**config.mk**
```make
export PLATFORM = sky130hd
export DESIGN_NAME = ps2cr_channel
export DESIGN_NICKNAME = d
export VERILOG_FILES = /design/src/hdl/ps2cr_pkg.sv /design/src/hdl/ps2cr_core_if.sv /design/src/hdl/ps2cr_channel.sv /design/src/hdl/ps2cr_sync.sv /design/src/hdl/ps2cr_irq.sv
export SDC_FILE = /design/constraint.sdc
export NUM_CORES = 1
export LEC_CHECK = 0
export BUFFER_PORTS_ARGS = -buffer_cell sky130_fd_sc_hd__buf_2
export CORE_ASPECT_RATIO = 1.1
export CORE_MARGIN = 2
export CORE_UTILIZATION = 30
export CTS_CLUSTER_DIAMETER = 50
export DETAILED_ROUTE_END_ITERATION = 12
export GPL_TIMING_DRIVEN = 0
export PLACE_DENSITY = 0.55
export SYNTH_ARGS = -nofsm -noshare
export SYNTH_HDL_FRONTEND = slang
export SYNTH_HIERARCHICAL = 1
export SYNTH_SLANG_ARGS = --single-unit
```
**constraint.sdc**
```tcl
create_clock -name clk_i -period 2.13 [get_ports clk_i]
set_clock_uncertainty 0.1 [all_clocks]
set_input_delay 0.1065 -clock clk_i [delete_from_list [all_inputs] [get_ports clk_i]]
set_output_delay 0.1065 -clock clk_i [all_outputs]
set_load 0.05 [all_outputs]
```
**src/hdl/ps2cr_pkg.sv**
```systemverilog
// Constants, field layouts and types of the PS/2 channel register block
package ps2cr_pkg;
	// Byte offsets on the register bus
	localparam logic [7:0] OFF_DATA = 8'h00;
	localparam logic [7:0] OFF_CTRL = 8'h04;
	localparam logic [7:0] OFF_STAT = 8'h08;
	localparam logic [7:0] OFF_ISTAT = 8'h0c;
	localparam logic [7:0] OFF_IMASK = 8'h10;
	// Control register layout
	localparam int CTRL_W = 6;
	localparam int CTRL_DIR_BIT = 0;
	localparam int CTRL_EN_BIT = 1;
	localparam int CTRL_PAR_LSB = 2;
	localparam int CTRL_STOP_LSB = 4;
	localparam logic [CTRL_W-1:0] CTRL_RESET = 6'h00;
	// Stop level and parity selections
	localparam logic [1:0] STOP_HIGH = 2'h0;
	localparam logic [1:0] STOP_LOW = 2'h1;
	localparam logic [1:0] PAR_ODD = 2'h0;
	localparam logic [1:0] PAR_EVEN = 2'h1;
	// Data register values after reset
	localparam logic [7:0] RX_RESET = 8'hff;
	localparam logic [7:0] TX_RESET = 8'h00;
	// Frame layout: edge counts within an eleven-bit frame
	localparam logic [3:0] FRAME_EDGES = 4'hb;
	localparam logic [3:0] RX_PARITY_EDGE = 4'h9;
	localparam logic [3:0] RX_STOP_EDGE = 4'ha;
	// Status register layout
	localparam int ST_RX_READY = 0;
	localparam int ST_TX_IDLE = 1;
	localparam int ST_RX_BUSY = 2;
	localparam int ST_TX_HOLD = 3;
	// Interrupt event bits, same layout in status and mask
	localparam int EV_W = 3;
	localparam int EV_RX_DONE = 0;
	localparam int EV_TX_DONE = 1;
	localparam int EV_RX_ERR = 2;
	localparam logic [EV_W-1:0] IMASK_RESET = 3'h0;
	// Pin index in the synchroniser
	localparam int PIN_CLK = 0;
	localparam int PIN_DAT = 1;
	localparam int PIN_W = 2;

	typedef enum logic [1:0] {TXS_IDLE, TXS_HOLD, TXS_SEND} ps2cr_tx_t;
endpackage

```
**src/hdl/ps2cr_core_if.sv**
```systemverilog
// Carrier between the channel core, its pin synchroniser and its interrupt unit
`timescale 1ns/10ps
interface ps2cr_core_if;
	import ps2cr_pkg::*;
	logic [PIN_W-1:0] pin_raw;
	logic [PIN_W-1:0] pin_sync;
	logic [EV_W-1:0] ev;
	logic stat_clr;
	logic mask_we;
	logic [EV_W-1:0] mask_wdata;
	logic [EV_W-1:0] stat;
	logic [EV_W-1:0] mask;
	logic irq;
	modport syncer (input pin_raw, output pin_sync);
	modport irqs (input ev, stat_clr, mask_we, mask_wdata, output stat, mask, irq);
	modport core (output pin_raw, ev, stat_clr, mask_we, mask_wdata,
		input pin_sync, stat, mask, irq);
endinterface

```
**src/hdl/ps2cr_channel.sv**
```systemverilog
// PS/2 channel with Wishbone register set, receiver and transmitter
// Functional notes
// - Writing the transmit byte launches a serial send of that byte.
// - Every received byte that passes its parity and stop checks lands in the read-only receive byte at offset zero.
// - A send waits while unread receive data is pending.
// - Receive byte reads FFh after reset and is reloaded with FFh after each read.
// - Stop field 5:4 chooses expected stop level: high, low or ignored.
// - Parity field 3:2 chooses odd, even or ignored parity check.
// - Stop and parity choices act only while the channel is enabled.
// - Channel disabled: clock line driven low, data line released.
// - Channel enabled: receive or transmit automatically per direction bit.
// - Direction bit 0 selects receive at 0, transmit at 1; resets to 0.
// - Received byte sets ready and holds clock low until the byte is read.
// - Send ends on eleventh clock edge, clearing direction and returning idle.
// - Transmit writes ignored when disabled, receiving, or already transmitting.
// - Frame is start, eight data bits LSB first, parity, stop; peer clocks.
//
// Decided for this implementation: the Wishbone interface to the registers.
`timescale 1ns/10ps
module ps2cr_channel
	import ps2cr_pkg::*;
#(
	parameter int ADR_W = 8
) (
	input wire logic clk_i,
	input wire logic rst_i,
	input wire logic cyc_i,
	input wire logic stb_i,
	input wire logic we_i,
	input wire logic [ADR_W-1:0] adr_i,
	input wire logic [3:0] sel_i,
	input wire logic [31:0] dat_i,
	output logic [31:0] dat_o,
	output logic ack_o,
	output logic irq_o,
	input wire logic serial_clock_line_i,
	output logic serial_clock_line_o,
	output logic serial_clock_line_oe_o,
	input wire logic serial_data_line_i,
	output logic serial_data_line_o,
	output logic serial_data_line_oe_o
);
	if (ADR_W < 8) begin : g_chk
		$error("ps2cr_channel: ADR_W must be at least 8");
	end

	ps2cr_core_if cif ();

	ps2cr_sync u_sync (
		.clk_i(clk_i),
		.rst_i(rst_i),
		.bus(cif.syncer)
	);

	ps2cr_irq u_irq (
		.clk_i(clk_i),
		.rst_i(rst_i),
		.bus(cif.irqs)
	);

	logic ack_reg;
	logic [31:0] dat_reg;
	logic [CTRL_W-1:0] ctrl_reg;
	logic [7:0] rx_byte_reg;
	logic rx_ready_reg;
	logic [3:0] rx_cnt_reg;
	logic [7:0] rx_sh_reg;
	logic rx_par_reg;
	ps2cr_tx_t tx_state_reg;
	logic [9:0] tx_sh_reg;
	logic tx_bit_reg;
	logic [3:0] tx_cnt_reg;
	logic scl_prev_reg;
	logic scl_oe_reg;
	logic sda_oe_reg;

	logic scl_s;
	logic sda_s;
	logic fall;
	logic en;
	logic dir;
	logic [1:0] par_mode;
	logic [1:0] stop_mode;
	logic acc;
	logic wr;
	logic rd;
	logic [7:0] off;
	logic tx_wr;
	logic rd_data;
	logic ctrl_wr;
	logic rx_active;
	logic rx_end;
	logic par_ok;
	logic stop_ok;
	logic rx_load;
	logic rx_err;
	logic tx_done;
	logic scl_oe_next;
	logic sda_oe_next;

	assign cif.pin_raw[PIN_CLK] = serial_clock_line_i;
	assign cif.pin_raw[PIN_DAT] = serial_data_line_i;
	assign scl_s = cif.pin_sync[PIN_CLK];
	assign sda_s = cif.pin_sync[PIN_DAT];
	// The peer owns the clock; its falling edge paces every bit
	assign fall = scl_prev_reg & ~scl_s;

	assign en = ctrl_reg[CTRL_EN_BIT];
	assign dir = ctrl_reg[CTRL_DIR_BIT];
	assign par_mode = ctrl_reg[CTRL_PAR_LSB +: 2];
	assign stop_mode = ctrl_reg[CTRL_STOP_LSB +: 2];

	// Bus access takes effect on the edge where the master sees ack
	assign off = adr_i[7:0];
	assign acc = cyc_i & stb_i & ack_reg;
	assign wr = acc & we_i & sel_i[0];
	assign rd = acc & ~we_i;
	assign ctrl_wr = wr & (off == OFF_CTRL);
	assign rd_data = rd & (off == OFF_DATA);
	assign tx_wr = wr & (off == OFF_DATA) & en & dir & (tx_state_reg == TXS_IDLE);

	always_ff @(posedge clk_i) begin
		if (rst_i) begin
			scl_prev_reg <= 1'b1;
		end else begin
			scl_prev_reg <= scl_s;
		end
	end

	// Wishbone slave: one wait state, unmapped offsets read zero
	always_ff @(posedge clk_i) begin
		if (rst_i) begin
			ack_reg <= 1'b0;
		end else begin
			ack_reg <= cyc_i & stb_i & ~ack_reg;
		end
	end

	always_ff @(posedge clk_i) begin
		if (rst_i) begin
			dat_reg <= '0;
		end else if (cyc_i & stb_i & ~ack_reg) begin
			dat_reg <= '0;
			case (off)
				OFF_DATA: dat_reg[7:0] <= rx_load ? rx_sh_reg : rx_byte_reg;
				OFF_CTRL: dat_reg[CTRL_W-1:0] <= ctrl_reg;
				OFF_STAT: begin
					dat_reg[ST_RX_READY] <= rx_ready_reg;
					dat_reg[ST_TX_IDLE] <= tx_state_reg != TXS_SEND;
					dat_reg[ST_RX_BUSY] <= rx_cnt_reg != 4'h0;
					dat_reg[ST_TX_HOLD] <= tx_state_reg == TXS_HOLD;
				end
				OFF_ISTAT: dat_reg[EV_W-1:0] <= cif.stat | cif.ev;
				OFF_IMASK: dat_reg[EV_W-1:0] <= cif.mask;
				default: dat_reg <= '0;
			endcase
		end
	end

	// direction bit, cleared by hardware at the end of a send
	// Software writing control in that same cycle takes precedence
	always_ff @(posedge clk_i) begin
		if (rst_i) begin
			ctrl_reg <= CTRL_RESET;
		end else if (ctrl_wr) begin
			ctrl_reg <= dat_i[CTRL_W-1:0];
		end else if (tx_done) begin
			ctrl_reg[CTRL_DIR_BIT] <= 1'b0;
		end
	end

	// receiver runs only when enabled and direction selects receive
	assign rx_active = en & ~dir & ~rx_ready_reg;
	assign rx_end = rx_active & fall & (rx_cnt_reg == RX_STOP_EDGE);

	// parity check selection, reserved code treated as ignore
	always_comb begin
		case (par_mode)
			PAR_ODD: par_ok = ^{rx_sh_reg, rx_par_reg};
			PAR_EVEN: par_ok = ~^{rx_sh_reg, rx_par_reg};
			default: par_ok = 1'b1;
		endcase
	end

	// stop level selection, reserved code treated as ignore
	always_comb begin
		case (stop_mode)
			STOP_HIGH: stop_ok = sda_s;
			STOP_LOW: stop_ok = ~sda_s;
			default: stop_ok = 1'b1;
		endcase
	end

	// checks only matter on an enabled frame end
	assign rx_load = rx_end & par_ok & stop_ok;
	assign rx_err = rx_end & ~(par_ok & stop_ok);

	// frame shift, start then data LSB first, parity, stop
	always_ff @(posedge clk_i) begin
		if (rst_i) begin
			rx_cnt_reg <= 4'h0;
			rx_sh_reg <= 8'h00;
			rx_par_reg <= 1'b0;
		end else if (~en | dir) begin
			// Leaving receive abandons a partial frame
			rx_cnt_reg <= 4'h0;
		end else if (rx_active & fall) begin
			if (rx_cnt_reg == 4'h0) begin
				// A high start bit is noise; keep waiting
				rx_cnt_reg <= sda_s ? 4'h0 : 4'h1;
			end else if (rx_cnt_reg == RX_STOP_EDGE) begin
				rx_cnt_reg <= 4'h0;
			end else begin
				rx_cnt_reg <= rx_cnt_reg + 4'h1;
				if (rx_cnt_reg == RX_PARITY_EDGE) begin
					rx_par_reg <= sda_s;
				end else begin
					rx_sh_reg <= {sda_s, rx_sh_reg[7:1]};
				end
			end
		end
	end

	// receive byte load; FFh after read, new byte wins
	always_ff @(posedge clk_i) begin
		if (rst_i) begin
			rx_byte_reg <= RX_RESET;
		end else if (rx_load) begin
			rx_byte_reg <= rx_sh_reg;
		end else if (rd_data) begin
			rx_byte_reg <= RX_RESET;
		end
	end

	// ready flag set on a good frame, cleared by reading the byte
	always_ff @(posedge clk_i) begin
		if (rst_i) begin
			rx_ready_reg <= 1'b0;
		end else if (rx_load) begin
			rx_ready_reg <= 1'b1;
		end else if (rd_data) begin
			rx_ready_reg <= 1'b0;
		end
	end

	assign tx_done = (tx_state_reg == TXS_SEND) & fall & (tx_cnt_reg == FRAME_EDGES - 4'h1);

	always_ff @(posedge clk_i) begin
		if (rst_i) begin
			tx_state_reg <= TXS_IDLE;
			tx_sh_reg <= {2'b11, TX_RESET};
			tx_bit_reg <= 1'b1;
			tx_cnt_reg <= 4'h0;
		end else if (~en | ~dir) begin
			tx_state_reg <= TXS_IDLE;
			tx_bit_reg <= 1'b1;
		end else begin
			case (tx_state_reg)
				TXS_IDLE: begin
					if (tx_wr) begin
						// Stop, odd parity, then data shifted out LSB first
						tx_sh_reg <= {1'b1, ~^dat_i[7:0], dat_i[7:0]};
						tx_state_reg <= TXS_HOLD;
					end
				end
				TXS_HOLD: begin
					// wait for unread data to go
					if (~rx_ready_reg) begin
						tx_state_reg <= TXS_SEND;
						tx_bit_reg <= 1'b0;
						tx_cnt_reg <= 4'h0;
					end
				end
				TXS_SEND: begin
					if (tx_done) begin
						tx_state_reg <= TXS_IDLE;
						tx_bit_reg <= 1'b1;
					end else if (fall) begin
						tx_bit_reg <= tx_sh_reg[0];
						tx_sh_reg <= {1'b1, tx_sh_reg[9:1]};
						tx_cnt_reg <= tx_cnt_reg + 4'h1;
					end
				end
				default: tx_state_reg <= TXS_IDLE;
			endcase
		end
	end

	// disabled drives clock low; ready holds clock low
	always_comb begin
		if (~en) begin
			scl_oe_next = 1'b1;
			sda_oe_next = 1'b0;
		end else if (dir) begin
			// Armed or holding: inhibit the peer until the send starts
			scl_oe_next = tx_state_reg != TXS_SEND;
			sda_oe_next = (tx_state_reg == TXS_SEND) & ~tx_bit_reg;
		end else begin
			scl_oe_next = rx_ready_reg;
			sda_oe_next = 1'b0;
		end
	end

	always_ff @(posedge clk_i) begin
		if (rst_i) begin
			scl_oe_reg <= 1'b1;
			sda_oe_reg <= 1'b0;
		end else begin
			scl_oe_reg <= scl_oe_next;
			sda_oe_reg <= sda_oe_next;
		end
	end

	assign cif.ev[EV_RX_DONE] = rx_load;
	assign cif.ev[EV_TX_DONE] = tx_done;
	assign cif.ev[EV_RX_ERR] = rx_err;
	assign cif.stat_clr = rd & (off == OFF_ISTAT);
	assign cif.mask_we = wr & (off == OFF_IMASK);
	assign cif.mask_wdata = dat_i[EV_W-1:0];

	assign dat_o = dat_reg;
	assign ack_o = ack_reg;
	assign irq_o = cif.irq;
	// Open drain: only ever pull low
	assign serial_clock_line_o = 1'b0;
	assign serial_clock_line_oe_o = scl_oe_reg;
	assign serial_data_line_o = 1'b0;
	assign serial_data_line_oe_o = sda_oe_reg;
endmodule // ps2cr_channel

```
**src/hdl/ps2cr_sync.sv**
```systemverilog
// Two-flop synchronisers for the serial clock and data pins
`timescale 1ns/10ps
module ps2cr_sync
	import ps2cr_pkg::*;
(
	input wire logic clk_i,
	input wire logic rst_i,
	ps2cr_core_if.syncer bus
);
	logic [PIN_W-1:0] meta_reg;
	logic [PIN_W-1:0] sync_reg;

	// Idle lines are pulled high, so reset to the released level
	for (genvar i = 0; i < PIN_W; i++) begin : g_pin
		always_ff @(posedge clk_i) begin
			if (rst_i) begin
				meta_reg[i] <= 1'b1;
				sync_reg[i] <= 1'b1;
			end else begin
				meta_reg[i] <= bus.pin_raw[i];
				sync_reg[i] <= meta_reg[i];
			end
		end
	end

	assign bus.pin_sync = sync_reg;
endmodule // ps2cr_sync

```
**src/hdl/ps2cr_irq.sv**
```systemverilog
// Sticky event status, mask and level interrupt of the channel
`timescale 1ns/10ps
module ps2cr_irq
	import ps2cr_pkg::*;
(
	input wire logic clk_i,
	input wire logic rst_i,
	ps2cr_core_if.irqs bus
);
	logic [EV_W-1:0] stat_reg;
	logic [EV_W-1:0] mask_reg;
	logic irq_reg;
	logic [EV_W-1:0] stat_next;

	// An event in the clearing cycle survives the read
	assign stat_next = (bus.stat_clr ? '0 : stat_reg) | bus.ev;

	always_ff @(posedge clk_i) begin
		if (rst_i) begin
			stat_reg <= '0;
		end else begin
			stat_reg <= stat_next;
		end
	end

	always_ff @(posedge clk_i) begin
		if (rst_i) begin
			mask_reg <= IMASK_RESET;
		end else if (bus.mask_we) begin
			mask_reg <= bus.mask_wdata;
		end
	end

	always_ff @(posedge clk_i) begin
		if (rst_i) begin
			irq_reg <= 1'b0;
		end else begin
			irq_reg <= |(stat_next & mask_reg);
		end
	end

	assign bus.stat = stat_reg;
	assign bus.mask = mask_reg;
	assign bus.irq = irq_reg;
endmodule // ps2cr_irq

```
==> summary.txt <==
Pleak: 1.985 nW
Layout area overhead: 36.32%
Core area: 0.01144 mm2
# fillers: 1131
Worst setup EP type: flip-flop
Final Hold Fails: 0
Largest net degree at the start of global routing: 13
IO Count: 89
Tot GR Track Use: 14.70%
Register area share after synthesis: 38.33%
Pre-CTS setup slack: -0.5077 ns
Status: complete, but fails checks
CTS tree: done
Crit Path Class: flip-flop to flip-flop
Rows: 41
Final net count: 564
Hpwl dp: 6.465 mm
Clock Sink Count: 67
Gr ovfl total: 0
Hold depth: 3
Die area: 0.01255 mm2
Final hold slack: 0.05736 ns
Worst setup margin: -0.3105 ns
Startpoint types: flip-flop
RSZ-0062 raised after global routing: yes
Required time worst endpoint: 2.23 ns
Final core occ: 41.70%
Post-Layout Inst Area: 0.004771 mm2
EDFF count, synth: 0
Routed wire per std cell: 13.72 um
DRC viols: 0
Starting DRC count in detailed routing: 115
Minimum clock period: 2.441 ns
Initial Utilization: 30.59%
VDD IR max: 0.0003496 V
Arrival @ worst endpoint: 2.55 ns
Hold WC Path Type: input pin to flip-flop
Worst rel slew slack: 32.59%
First-pass GRT wire length: 14.05 mm
Failing checks: setup timing
Worst R2R Path Depth: 9
Vias/cell: 4.649
Routability Congestion: 0.8388
PwrDens: 656.3 mW/mm2
Most frequent cells in the layout: 62 x dfxtp_1, 53 x nor2_1, 44 x buf_4
Vias in the first global route: 2863
Slew Viols, Final: 0
Worst-path fanout max: 4
Worst-margin pin slew: 1.003 ns
Reg-to-reg slack, setup: -0.31 ns
Vias post-DR: 3073
Syn Area/Cell: 8.641 um2
Root Driver: clkbuf_16
Die width: 107.0 um
Hold_sp: dat_i[6]
Reg clk slew, reported paths: 0.06 ns
# diodes: 0
Port Buf Inserts: 33
Final WL: 9.067 mm
Ys async rst share: 0%
Routed Antenna Nets: 0
Final setup fails: 18
Max frequency: 409.7 MHz
Die H: 117.3 um
Synth Warn #: 6
Final Cycle Share: 114.6%
CTS Buffer Depth: 2
CTS buffer count: 9
RR Endpoint: dat_o[7]
Pre-antenna DRT Iters: 4
FF-to-FF Start: rx_sh_reg[4]
Placed Instance Area: 0.003974 mm2
Seq cells post-synth: 67
Post-synth design cell area: 0.003500 mm2
Cells after Synth: 405
Top FF cell, synth: dfxtp_1
Most common cell after layout, fill and taps aside: dfxtp_1
Layout cells sized above 1: 27.98%
Initial antenna violation count: 0
Clk_lat worst skew: 0.34 ns
CTS H-Tree Depth: 3
Worst hold endpoint: tx_sh_reg[6]
Max Cap Viol: 0
Total chip power: 3.131 mW
Max reg flops: 9
Cell variety after synth: 52
-- final cells by class --
type | count | area [um2] | share of cell area (%)
multi-input combinational | 310 | 2137 | 44.79
inverter | 10 | 40.04 | 0.8392
clock buffer | 9 | 225.2 | 4.721
clock inverter | 6 | 91.34 | 1.915
buffer | 42 | 270.3 | 5.665
tap | 150 | 187.7 | 3.934
sequential | 67 | 1350 | 28.30
timing repair buffer | 67 | 469.2 | 9.835
-- worst max-delay path, stage by stage, from the launching register on --
cell      delay (ns)
dfxtp_2         0.34
xnor2_2         0.15
xnor3_2         0.48
xnor2_4         0.16
o221ai_4        0.28
buf_6           0.15
buf_6           0.10
mux2i_2         0.30
or3_4           0.19
a21oi_2         0.05
-- what timing repair did --
item / CTS / global route
resized for setup: 28 / 20
pin swaps: 12 / 7
buffers inserted: 17 / 8
gates cloned: 0 / 0
hold buffers: 9 / 0
endpoints found under the hold margin: 11 / 0
endpoints found under the setup margin: 41 / 42
-- per-layer routing --
metal  part of all wire [%]  GRT usage, %  up-vias
met3                    4.8         3.821       16
li1                       -             -     1567
met4                    2.4         7.100        0
met2                     51         25.14       67
met1                     42         17.27     1423
met5                      0             0        -
-- worst max path at each step --
| stage | start | to |
|---|---|---|
| 2_1_floorplan | rx_sh_reg[3] | dat_o[2] |
| 3_3_place_gp | adr_i[1] | u_irq/bus.irq |
| 3_5_place_dp | rx_sh_reg[5] | dat_o[3] |
| 4_1_cts | rx_sh_reg[4] | dat_o[2] |
| 5_1_grt | rx_sh_reg[4] | dat_o[4] |
| 6_report | rx_sh_reg[4] | dat_o[7] |
-- Yosys cell counts (5+ instances only) --
library cell  number  area share [%]
dfxtp_1           67              38
nor2_1            55             5.9
nand2_1           34             3.6
mux2i_1           31             8.9
buf_4             26             5.6
a21oi_1           20             2.9
nand3_1           14             2.0
clkbuf_1          13             1.4
xnor2_1           12             3.0
inv_1             10             1.1
a211oi_1           9             1.9
nand2b_1           8             1.4
nor3_1             8             1.1
o21ai_0            8             1.1
ha_1               6             2.1
o21a_1             6             1.3
nor2b_1            5            0.89
or2_2              5            0.89
-- report_power, final --
part / internal (mW) / switching [mW]
Sequential: 1.26 / 0.00308
Clock: 1.02 / 0.564
Combinational: 0.0947 / 0.192
-- kinds of logic after synthesis --
| group | Yosys count | synth area share, % |
|---|---|---|
| xor+xnor | 17 | 5.113 |
| other cells | 1 | 0.1072 |
| compound gates | 68 | 13.55 |
| buf+inv | 53 | 8.581 |
| mux | 34 | 9.939 |
| fa+ha+maj | 6 | 2.145 |
| flops | 67 | 38.33 |
| simple gates | 159 | 22.24 |
-- metrics by stage --
| stage | TNS [ns] | std cells |
|---|---|---|
| 2_1_floorplan | -0.6575 | 430 |
| 3_5_place_dp | -11.95 | 613 |
| 3_3_place_gp | -10.71 | 613 |
| 4_1_cts | -2.783 | 654 |
| 6_report | -3.156 | 661 |
| 5_1_grt | -5.414 | 661 |
No activity file was read; power rests on OpenSTA's default activity.
